$ cat config.mk
export PLATFORM = sky130hd
export DESIGN_NAME = spi_frame_responder
export DESIGN_NICKNAME = d
export VERILOG_FILES = /design/src/core/pin_sync.v /design/src/core/spi_frame_responder.v
export VERILOG_INCLUDE_DIRS = /design/src /design/src/inc
export SDC_FILE = /design/constraint.sdc
export NUM_CORES = 1
export LEC_CHECK = 0
export ABC_AREA = 1
export BUFFER_PORTS_ARGS = -buffer_cell sky130_fd_sc_hd__clkbuf_2
export CAP_MARGIN = 20
export CORE_MARGIN = 5
export CORE_UTILIZATION = 57
export DETAILED_ROUTE_END_ITERATION = 16
export PLACE_DENSITY = 0.79
export SETUP_SLACK_MARGIN = 0.5
export SLEW_MARGIN = 10
export SYNTH_ARGS = -nofsm -noshare
export SYNTH_HDL_FRONTEND = slang
export SYNTH_SLANG_ARGS = --single-unit
$ cat constraint.sdc
create_clock -name ref_clk -period 1.7 [get_ports ref_clk]
set_input_delay 0.34 -clock ref_clk [delete_from_list [all_inputs] [get_ports ref_clk]]
set_output_delay 0.34 -clock ref_clk [all_outputs]
set_load 0.05 [all_outputs]
$ cat src/inc/spi_frame_responder_regs.vh
// constants for the serial frame responder
// Behaviour
// - answer to a command goes out during the next host transfer
// - clock count not a multiple of 8 or below 16 is a transfer error
// - first answer after power-on or software reset is a special reset answer
// - write starting 11 or read starting 00 is a syntax error, answered with error
// - access to reserved or unused register location is a syntax error
// - write frame 10, 4+2 address bits, 8 data bits; store, answer diagnosis
// - read frame 01 plus addresses; answer 10, echoed addresses, register content
// - serial input sampled on falling serial clock edge
// - serial output driven only while chip select is low
// - frame acted on only when chip select rises at transfer end
// - fault flag clear only after 16, 24 or 32 clocks, otherwise set
// - first frame after logic reset is input state register with fault flag set
`ifndef SPI_FRAME_RESPONDER_REGS_VH
`define SPI_FRAME_RESPONDER_REGS_VH

// command codes in frame bits 15:14
`define CMD_DIAG 2'h0
`define CMD_READ 2'h1
`define CMD_WRITE 2'h2
`define CMD_BAD 2'h3
// read marker in bits 1:0 of a read frame
`define READ_TAIL 2'h2
// register locations {primary, secondary}
`define LOC_OUT 6'h00
`define LOC_MAP0 6'h04
`define LOC_MAP1 6'h05
`define LOC_INPUT_STATE_REG 6'h06
// reset values of writable registers
`define RST_OUT 4'h0
`define RST_MAP0 4'h4
`define RST_MAP1 4'h8
// fault flag position in the diagnosis word
`define FAULT_BIT 10
// legal clock counts per transfer
`define CNT_MIN 8'h10
`define CNT_MAX 8'h20
// answer kinds
`define ANS_DIAG 2'h0
`define ANS_REG 2'h1
`define ANS_ERR 2'h2
`define ANS_RST 2'h3

`endif

$ cat src/core/pin_sync.v
// two-flop synchroniser for pins entering the ref_clk domain
`timescale 1ns/1ns
`default_nettype none

module pin_sync #(
    parameter WIDTH = 3
) (
    input wire ref_clk,
    input wire arst_n,
    input wire [WIDTH-1:0] pin_in,
    output reg [WIDTH-1:0] pin_out
);

reg [WIDTH-1:0] meta_r;

// first stage feeds only the second
always @(posedge ref_clk or negedge arst_n)
begin
    if (!arst_n)
    begin
        meta_r <= {WIDTH{1'b0}};
        pin_out <= {WIDTH{1'b0}};
    end
    else
    begin
        meta_r <= pin_in;
        pin_out <= meta_r;
    end
end

endmodule // pin_sync

`default_nettype wire

$ cat src/core/spi_frame_responder.v
// device-side serial frame handler with command decode and answers
`timescale 1ns/1ns
`default_nettype none
`include "spi_frame_responder_regs.vh"

module spi_frame_responder (
    input wire ref_clk,
    input wire arst_n,
    input wire chip_select_low,
    input wire sclk,
    input wire sdi,
    output reg sdo,
    output wire sdo_oe,
    input wire sw_reset,
    input wire [15:0] diag_in,
    input wire [1:0] in_pins,
    output reg [3:0] out_ctrl_r,
    output reg [3:0] map0_r,
    output reg [3:0] map1_r,
    output reg transfer_fault_flag
);

////////////////////////////////////////////////////////////////////////
// pin synchronisation and edge detection

wire [2:0] pins_s;
wire cs_n_s;
wire sclk_s;
wire sdi_s;
reg cs_n_d_r;
reg sclk_d_r;

// chip select enters inverted so the cleared synchroniser reads as deselected
pin_sync #(.WIDTH(3)) u_sync (
    .ref_clk(ref_clk),
    .arst_n(arst_n),
    .pin_in({~chip_select_low, sclk, sdi}),
    .pin_out(pins_s)
);

// no false select edge after reset
assign cs_n_s = ~pins_s[2];
assign sclk_s = pins_s[1];
assign sdi_s = pins_s[0];

// delayed copies for edge finding
always @(posedge ref_clk or negedge arst_n)
begin
    if (!arst_n)
    begin
        cs_n_d_r <= 1'b1;
        sclk_d_r <= 1'b0;
    end
    else
    begin
        cs_n_d_r <= cs_n_s;
        sclk_d_r <= sclk_s;
    end
end

wire cs_fall = cs_n_d_r & ~cs_n_s;
wire cs_rise = ~cs_n_d_r & cs_n_s;
wire active = ~cs_n_s;
wire sclk_fall = active & sclk_d_r & ~sclk_s;
wire sclk_rise = active & ~sclk_d_r & sclk_s;

////////////////////////////////////////////////////////////////////////
// frame decode helpers

// legal clock count: 16, 24 or 32
function count_ok;
    input [7:0] cnt;
    begin
        count_ok = (cnt >= `CNT_MIN) && (cnt <= `CNT_MAX) && (cnt[2:0] == 3'h0);
    end
endfunction

// location exists in the register map and, for a write, is not the input state register
function loc_ok;
    input [5:0] loc;
    input is_write;
    begin
        case (loc)
            `LOC_OUT, `LOC_MAP0, `LOC_MAP1: loc_ok = 1'b1;
            `LOC_INPUT_STATE_REG: loc_ok = ~is_write;
            default: loc_ok = 1'b0;
        endcase
    end
endfunction

////////////////////////////////////////////////////////////////////////
// shift register and clock counter

reg [15:0] shift_r;
reg [7:0] count_r;
reg [1:0] ans_kind_r;
reg [5:0] ans_loc_r;
reg [15:0] answer;
reg [3:0] reg_val;

// content of the addressed register
always @*
begin
    case (ans_loc_r)
        `LOC_OUT: reg_val = out_ctrl_r;
        `LOC_MAP0: reg_val = map0_r;
        `LOC_MAP1: reg_val = map1_r;
        default: reg_val = 4'h0;
    endcase
end

// answer word built when the next transfer opens
always @*
begin
    answer = diag_in;
    answer[`FAULT_BIT] = transfer_fault_flag;
    case (ans_kind_r)
        `ANS_REG: answer = (ans_loc_r == `LOC_INPUT_STATE_REG) ? {`CMD_WRITE, `LOC_INPUT_STATE_REG, transfer_fault_flag, 5'h00, in_pins}
            : {`CMD_WRITE, ans_loc_r, 4'h0, reg_val};
        `ANS_ERR: answer[`FAULT_BIT] = 1'b1;
        `ANS_RST: answer = {`CMD_WRITE, `LOC_INPUT_STATE_REG, 1'b1, 5'h00, in_pins};
        default: answer[`FAULT_BIT] = transfer_fault_flag;
    endcase
end

// shift in on falling, present msb on rising
always @(posedge ref_clk or negedge arst_n)
begin
    if (!arst_n)
    begin
        shift_r <= 16'h0000;
        count_r <= 8'h00;
        sdo <= 1'b0;
    end
    else if (cs_fall)
    begin
        shift_r <= answer;
        sdo <= answer[15];
        count_r <= 8'h00;
    end
    else if (sclk_fall)
    begin
        shift_r <= {shift_r[14:0], sdi_s};
        if (count_r != 8'hFF)
            count_r <= count_r + 8'h01;
    end
    else if (sclk_rise)
    begin
        sdo <= shift_r[15];
    end
end

assign sdo_oe = active;

////////////////////////////////////////////////////////////////////////
// frame acceptance on chip select release

wire [1:0] cmd = shift_r[15:14];
wire [5:0] loc = shift_r[13:8];
wire good_len = count_ok(count_r);
wire diag_cmd = (cmd == `CMD_DIAG) && (shift_r[1:0] != `READ_TAIL);
wire read_cmd = (cmd == `CMD_READ) && loc_ok(loc, 1'b0);
wire write_cmd = (cmd == `CMD_WRITE) && loc_ok(loc, 1'b1);

// decide next answer and update registers
always @(posedge ref_clk or negedge arst_n)
begin
    if (!arst_n)
    begin
        ans_kind_r <= `ANS_RST;
        ans_loc_r <= `LOC_INPUT_STATE_REG;
        transfer_fault_flag <= 1'b1;
        out_ctrl_r <= `RST_OUT;
        map0_r <= `RST_MAP0;
        map1_r <= `RST_MAP1;
    end
    else if (sw_reset)
    begin
        ans_kind_r <= `ANS_RST;
        ans_loc_r <= `LOC_INPUT_STATE_REG;
        transfer_fault_flag <= 1'b1;
        out_ctrl_r <= `RST_OUT;
        map0_r <= `RST_MAP0;
        map1_r <= `RST_MAP1;
    end
    else if (cs_rise)
    begin
        transfer_fault_flag <= ~good_len;
        ans_loc_r <= loc;
        if (!good_len)
        begin
            ans_kind_r <= `ANS_DIAG;
        end
        else if (read_cmd)
        begin
            ans_kind_r <= `ANS_REG;
        end
        else if (write_cmd)
        begin
            ans_kind_r <= `ANS_DIAG;
            case (loc)
                `LOC_OUT: out_ctrl_r <= shift_r[3:0];
                `LOC_MAP0: map0_r <= shift_r[3:0];
                default: map1_r <= shift_r[3:0];
            endcase
        end
        else if (diag_cmd)
        begin
            ans_kind_r <= `ANS_DIAG;
        end
        else
        begin
            ans_kind_r <= `ANS_ERR;
        end
    end
end

endmodule // spi_frame_responder

`default_nettype wire

==> insert_results.sql, run 1 <==
INSERT INTO impl_metrics (metric_group, metric, value, unit) VALUES
('outcome', 'status', 'finished, violations left', ''),
('outcome', 'violations_in_the_final_reports', 'setup timing', ''),
('timing', 'finalClockSkew', '15.76', 'ps'),
('setup_path', 'critical_path_buf_inv_count', '2', ''),
('timing', 'final.period_utilization', '114.7', '%'),
('timing', 'slew_viol_final', '0', ''),
('timing', 'setup_viol', '21', ''),
('logic_synthesis', 'syn-cell-area', '2780', 'um^2'),
('job', 'max_cap_violations', '0', ''),
('global_route', 'globalRouteTotalUtil', '32.60', '%'),
('place', 'globalplace.congestion', '0.9539', ''),
('power', 'ir_worst_vdd', '0.0008354', 'V'),
('worst_hold_path', 'hp-class', 'input port to async pin', ''),
('logic_synthesis', 'syn_inst', '352', ''),
('setup_path', 'timing.critical_path.mode_cell', 'nand2_1', ''),
('drt', 'antenna_violating_nets_left', '0', ''),
('place', 'place.port_buffers', '37', ''),
('finish', 'antennaDiodeCount', '0', ''),
('timing', 'final_hold_viol_count', '0', ''),
('finish', 'multi_input_comb_area', '1745', 'um^2'),
('logic_synthesis', 'netlist.area_leader.share', '41.40', '%'),
('cts', 'cts_buffer_depth', '2', ''),
('logic_synthesis', 'post-synth-top-count-cell', 'nand2_1', ''),
('timing', 'relative_slew_margins', '70.72', '%'),
('setup_path', 'worst-setup-path-type', 'register to register', ''),
('setup_path', 'critical_path_arrival', '2210', 'ps'),
('timing', 'layout_setup_ws', '-249.9', 'ps'),
('drt', 'wirelength', '13740', 'um'),
('logic_synthesis', 'synthesized_nets', '378', ''),
('setup_path', 'crit-reg2reg-launch', 'shift_r[11]', ''),
('setup_path', 'slowest_stage', 'dfrtp_1', ''),
('finish', 'fillers', '109', ''),
('logic_synthesis', 'asr_flop_ratio_synth', '100.0', '%'),
('finish', 'area.growth.synth_to_final', '61.52', '%'),
('logic_synthesis', 'ys_seq_elements', '54', ''),
('logic_synthesis', 'synth.mux.area_fraction', '0', '%'),
('logic_synthesis', 'netlist-cell-type-count', '32', ''),
('power', 'powerDensity', '948.3', 'nW/um^2'),
('setup_path', 'path_delay_family', 'simple AND/OR/NAND/NOR gates', ''),
('floorplan', 'initial_core_util', '58.86', '%'),
('logic_synthesis', 'synthTopCellsByArea', 'dfrtp_1 41%, nand2_1 14%, dfstp_2 7.6%', ''),
('setup_path', 'cp_data_required_time', '1960', 'ps'),
('global_route', 'grt_first_pass_wirelength', '15730', 'um'),
('cts', 'cts-root-buf', 'clkbuf_8', ''),
('global_route', 'grt_max_degree', '30', ''),
('timing', 'tns', '-2801', 'ps'),
('floorplan', 'core_area', '4723', 'um^2'),
('global_route', 'overflow', '0', ''),
('cts', 'cts.clk_slew.worst_paths', '120', 'ps'),
('global_route', 'grt_antenna_before_repair', '0', ''),
('drt', 'route.vias.total', '3671', ''),
('drt', 'drt_iter0_markers', '617', ''),
('drt', 'drc', '0', ''),
('floorplan', 'pin_count', '39', ''),
('setup_path', 'crit-reg2reg-capture', 'map0_r[0]', ''),
('logic_synthesis', 'synth_top_cell_by_area', 'dfrtp_1', ''),
('timing', 'fmax', '512.8', 'MHz'),
('floorplan', 'std_cell_rows', '25', ''),
('power', 'leakagePower', '2.160', 'nW'),
('place', 'hpwl', '5101', 'um'),
('place', 'numPlacedInstances', '461', ''),
('timing', 'min_period', '1950', 'ps'),
('logic_synthesis', 'synthesis.area_per_instance', '7.898', 'um^2'),
('floorplan', 'fp.dieH', '79.84', 'um'),
('finish', 'sequential_cell_area', '1364', 'um^2'),
('setup_path', 'r2r_setup_slack', '-250', 'ps'),
('drt', 'routedWlPerCell', '25.83', 'um'),
('logic_synthesis', 'yosys_warnings', '0', ''),
('setup_path', 'setup.worst_path.end_class', 'register', ''),
('cts', 'cts_tree', 'yes', ''),
('finish', 'fin_nets', '490', '');
==> area by class of cell <==
class	instances	area share [%]
inverter	43	4.124
multi-input combinational	250	38.87
clock buffer	5	1.532
timing repair buffer	109	21.98
tap	67	1.867
sequential	54	30.37
clock inverter	3	1.003
timing repair inverter	1	0.2508
==> worst reg2reg max path, cell delays in order, from the launching register on <==
cell	delay, ps
dfrtp_1	490
inv_1	200
nand3_4	140
nand2_1	270
nand2_4	160
o21ai_4	220
buf_4	170
nand3_1	120
nand2_1	120
==> per-layer routing <==
layer  share of wire (%)  GRT usage (%)  vias to the layer above
met3                  13          6.772                      156
met1                  33          37.88                     1667
met4                 8.8          17.74                        0
met2                  45          56.01                      457
met5                   0              0                        -
li1                    -              -                     1391
==> report_power, final <==
| group | leakage (nW) | internal (mW) | switching (mW) |
|---|---|---|---|
| registers | 0.677 | 1.45 | 0.191 |
| clock network | 0.0504 | 0.440 | 0.495 |
| logic | 1.43 | 0.695 | 0.988 |
==> registers in the layout (all words and copies together), names as in the netlist <==
register	flops
map1_r	4
shift_r	16
count_r	8
u_sync.meta_r	3
map0_r	4
ans_kind_r	2
out_ctrl_r	4
sdo	1
ans_loc_r	6
transfer_fault_flag	1
sclk_d_r	1
u_sync.pin_out	3
cs_n_d_r	1
==> timing repair <==
item	4_1_cts	5_1_grt
buffers inserted	39	20
gates cloned	4	0
pin swaps	12	27
resized for setup	101	101
setup endpoints to repair	60	61
==> logic make-up after synthesis <==
family,Yosys count
buf+inv,50
simple gates,193
flops,54
compound gates,52
fa+ha+maj,2
xor+xnor,1
==> cells in the final DEF, fill, tap and decap left out, drive strengths merged, types with 2 or more instances in the layout <==
cell	netlist	layout
a21oi	10	10
a22oi	2	2
buf	6	85
clkbuf	1	29
clkinvlp	0	3
dfrtp	46	46
dfstp	8	8
ha	2	2
inv	42	42
nand2	106	107
nand3	40	40
nand4	6	6
nor2	34	35
nor3	3	3
o2111ai	2	2
o211ai	5	5
o21ai	19	19
o221ai	8	8
o22ai	5	5
or2	3	3
==> stage by stage <==
| stage | worst slack, ps | hold WS [ps] | util, % |
|---|---|---|---|
| finish | -249.9 | 10.01 | 95.07 |
| global route | -207.6 | 30.68 | 95.07 |
| CTS | 158.9 | 38.32 | 84.26 |
| detailed placement | 5.000 | 345.8 | 66.76 |
| global placement | 53.39 | 332.5 | 66.76 |
| floorplan | 186.5 | 44.41 | - |
==> how the worst max path moves through the flow <==
stage	startpoint	end	slack, ps	cells past startpoint
floorplan	u_sync.pin_out[2]	out_ctrl_r[0]	190	7
global placement	shift_r[12]	out_ctrl_r[3]	50	8
detailed placement	shift_r[12]	map1_r[0]	5	9
CTS	count_r[0]	map1_r[0]	160	11
global route	shift_r[11]	out_ctrl_r[0]	-210	8
finish	shift_r[11]	map0_r[0]	-250	8
(Power assumes the default switching activity.)
==> run 2, diff against run 1 <==
==> constraint.sdc (replaced) <==
create_clock -name ref_clk -period 1.7 [get_ports ref_clk]
set_input_delay 0.255 -clock ref_clk [delete_from_list [all_inputs] [get_ports ref_clk]]
set_output_delay 0.255 -clock ref_clk [all_outputs]
set_load 0.05 [all_outputs]
==> run 2 against run 1 <==
The run still ends with setup timing left. First-iteration DRC count down 4.7%. Sequential share of layout area up 0.61 points. Largest cell class unchanged. Total power down 3.5%. Combinational power down 9%. Hold slack better by 16 ps. Critical endpoint is now ans_kind_r[1]. Final cell count down 2.6%. Utilization down 1.8 points. Wire length down 6.0%. Setup slack better by 110 ps. Register-to-register slack better by 110 ps. Clock skew up 1.4 ps.
==> insert_results.sql, run 2 (synthesized netlist as in run 1, its figures left out) <==
INSERT INTO impl_metrics (metric_group, metric, value, unit) VALUES
('setup_path', 'critical_path_arrival', '2090', 'ps'),
('drt', 'routedWlPerCell', '24.94', 'um'),
('timing', 'rsz0062_at_grt', 'yes', ''),
('global_route', 'globalRouteTotalUtil', '31.65', '%'),
('floorplan', 'floorplan.die_area', '6374', 'um^2'),
('timing', 'slew_viol_final', '0', ''),
('power', 'post-layout-total-power', '4.110', 'mW'),
('power', 'powerDensity', '933.0', 'nW/um^2'),
('place', 'globalplace.congestion', '0.9313', ''),
('place', 'dpl_worst_slack', '20.49', 'ps'),
('timing', 'setup_viol', '10', ''),
('timing', 'tns', '-546.4', 'ps'),
('timing', 'layout_setup_ws', '-138.4', 'ps'),
('finish', 'largest_registers', 'shift_r: 16 flops, count_r: 8 flops, ans_loc_r: 6 flops', ''),
('cts', 'cts-buffers-inserted', '5', ''),
('setup_path', 'cp_data_required_time', '1950', 'ps'),
('timing', 'finalClockSkew', '17.13', 'ps'),
('finish', 'layoutNonFillerInstCount', '518', ''),
('place', 'hpwl', '5110', 'um'),
('drt', 'drtPass1Iterations', '5', ''),
('drt', 'post_detailed_route_via_to_cell_ratio', '6.705', ''),
('timing', 'final.period_utilization', '108.1', '%'),
('timing', 'worst_hold_margin', '25.72', 'ps'),
('drt', 'antenna_violating_nets_left', '0', ''),
('floorplan', 'fp.dieH', '79.84', 'um'),
('setup_path', 'crit_path_start_kind', 'register', ''),
('cts', 'h-tree-depth', '2', ''),
('timing', 'final_hold_viol_count', '0', ''),
('power', 'ir_worst_vdd', '0.0009149', 'V'),
('cts', 'cts-root-buf', 'clkbuf_8', ''),
('global_route', 'vias_in_the_first_global_route', '3077', ''),
('drt', 'route.vias.total', '3473', ''),
('finish', 'area.growth.synth_to_final', '58.46', '%'),
('global_route', 'grt_max_degree', '55', ''),
('worst_hold_path', 'hold-path-cell-count', '1', ''),
('finish', 'mostFrequentLayoutCells', '70 x nand2_1, 43 x dfrtp_1, 34 x buf_4', ''),
('setup_path', 'setup.worst_path.end_class', 'register', ''),
('global_route', 'grt_first_pass_wirelength', '15180', 'um'),
('job', 'max_cap_violations', '0', ''),
('floorplan', 'die_x', '79.84', 'um'),
('timing', 'min_period', '1838', 'ps'),
('power', 'leakagePower', '2.092', 'nW'),
('timing', 'relative_slew_margins', '64.52', '%'),
('cts', 'cts.clk_slew.worst_paths', '110', 'ps'),
('timing', 'worst_slew_pin_slew', '526.6', 'ps'),
('timing', 'fmax', '543.9', 'MHz'),
('place', 'numPlacedInstances', '463', ''),
('setup_path', 'critical_path.max_fanout', '3', ''),
('finish', 'fin_nets', '476', ''),
('finish', 'antennaDiodeCount', '0', ''),
('finish', 'register_with_the_highest_flop_count', 'shift_r', ''),
('cts', 'cts_buffer_depth', '2', ''),
('finish', 'max_reg_flops', '16', ''),
('floorplan', 'std_cell_rows', '25', ''),
('finish', 'drive_above_1_share', '50.11', '%'),
('worst_hold_path', 'hp-class', 'input port to register', ''),
('cts', 'cts_tree', 'yes', ''),
('finish', 'final_common_cell', 'nand2_1', ''),
('floorplan', 'core_area', '4723', 'um^2'),
('global_route', 'grt_antenna_before_repair', '0', ''),
('floorplan', 'pin_count', '39', ''),
('outcome', 'violations_in_the_final_reports', 'setup timing', ''),
('drt', 'wirelength', '12920', 'um'),
('floorplan', 'initial_core_util', '58.86', '%'),
('place', 'place.port_buffers', '37', ''),
('cts', 'worst_skew_pair.late_latency', '340', 'ps'),
('finish', 'fillers', '140', ''),
('cts', 'numClockSinks', '54', ''),
('drt', 'drc', '0', ''),
('setup_path', 'reg2reg_depth', '13', ''),
('setup_path', 'worst-setup-path-type', 'register to register', ''),
('drt', 'drt_iter0_markers', '588', ''),
('global_route', 'overflow', '0', ''),
('outcome', 'status', 'finished, violations left', '');
-- run 2: cell count changes in the layout (fill, tap and decap cells not counted), sizes merged --
cell	previous run	this run
buf	85	66
clkbuf	29	33
clkinv	1	2
clkinvlp	3	0
dlygate4sd3	0	1
inv	42	44
-- run 2: through the flow --
| stage | utilization, % | cell area (um^2) |
|---|---|---|
| finish | 93.27 | 4405 |
| global route | 93.27 | 4405 |
| CTS | 83.05 | 3923 |
| detailed placement | 67.34 | 3181 |
| global placement | 67.34 | 3181 |
| floorplan | - | 2843 |
-- run 2: worst max-delay path: stages, from the launching register on --
cell	delay [ps]
dfrtp_1	430
buf_6	140
inv_4	60
ha_4	140
inv_2	50
nor2_4	80
nand3_2	80
nor2_4	150
buf_6	120
buf_6	90
nand2_4	50
nor2_4	110
nand2_1	90
nand2_1	190
-- run 2: timing repair --
| item | in CTS | in global routing |
|---|---|---|
| endpoints found under the setup margin | 60 | 55 |
| hold endpoints to repair | 46 | 0 |
| buffers inserted | 22 | 19 |
| resized for setup | 111 | 82 |
| pin swaps | 40 | 38 |
| gates cloned | 4 | 1 |
| hold buffers | 1 | 0 |
-- run 2: final timing paths --
check                            startpoint           endpoint  slack, ps
hold / removal                          sdi   u_sync.meta_r[0]         30
max in group asynchronous            arst_n          map0_r[2]        940
setup reg to reg                 count_r[0]      ans_kind_r[1]       -140
min in group asynchronous            arst_n        shift_r[13]        450
hold reg to reg            u_sync.meta_r[0]  u_sync.pin_out[0]        360
setup / recovery                 count_r[0]      ans_kind_r[1]       -140
-- run 2: routing by layer --
metal	vias to the layer above	track usage, %	part of all wire (%)
met3	141	8.126	12
met2	373	51.17	46
met1	1598	37.04	32
met4	0	20.78	9.7
met5	-	0	0
li1	1361	-	-
-- run 2: power breakdown --
| group | internal (mW) | total, mW | leakage [nW] | switching (mW) |
|---|---|---|---|---|
| clock | 0.443 | 0.937 | 0.0585 | 0.494 |
| sequential | 1.45 | 1.64 | 0.675 | 0.189 |
| combinational | 0.609 | 1.53 | 1.36 | 0.924 |
-- run 2: area by class of cell --
class | instances | area, um^2 | share of cell area (%)
clock buffer | 5 | 68.82 | 1.562
clock inverter | 3 | 43.79 | 0.9940
inverter | 43 | 176.4 | 4.005
multi-input combinational | 250 | 1748 | 39.68
sequential | 54 | 1365 | 30.99
tap | 67 | 83.83 | 1.903
timing repair buffer | 95 | 908.4 | 20.62
timing repair inverter | 1 | 11.26 | 0.2556
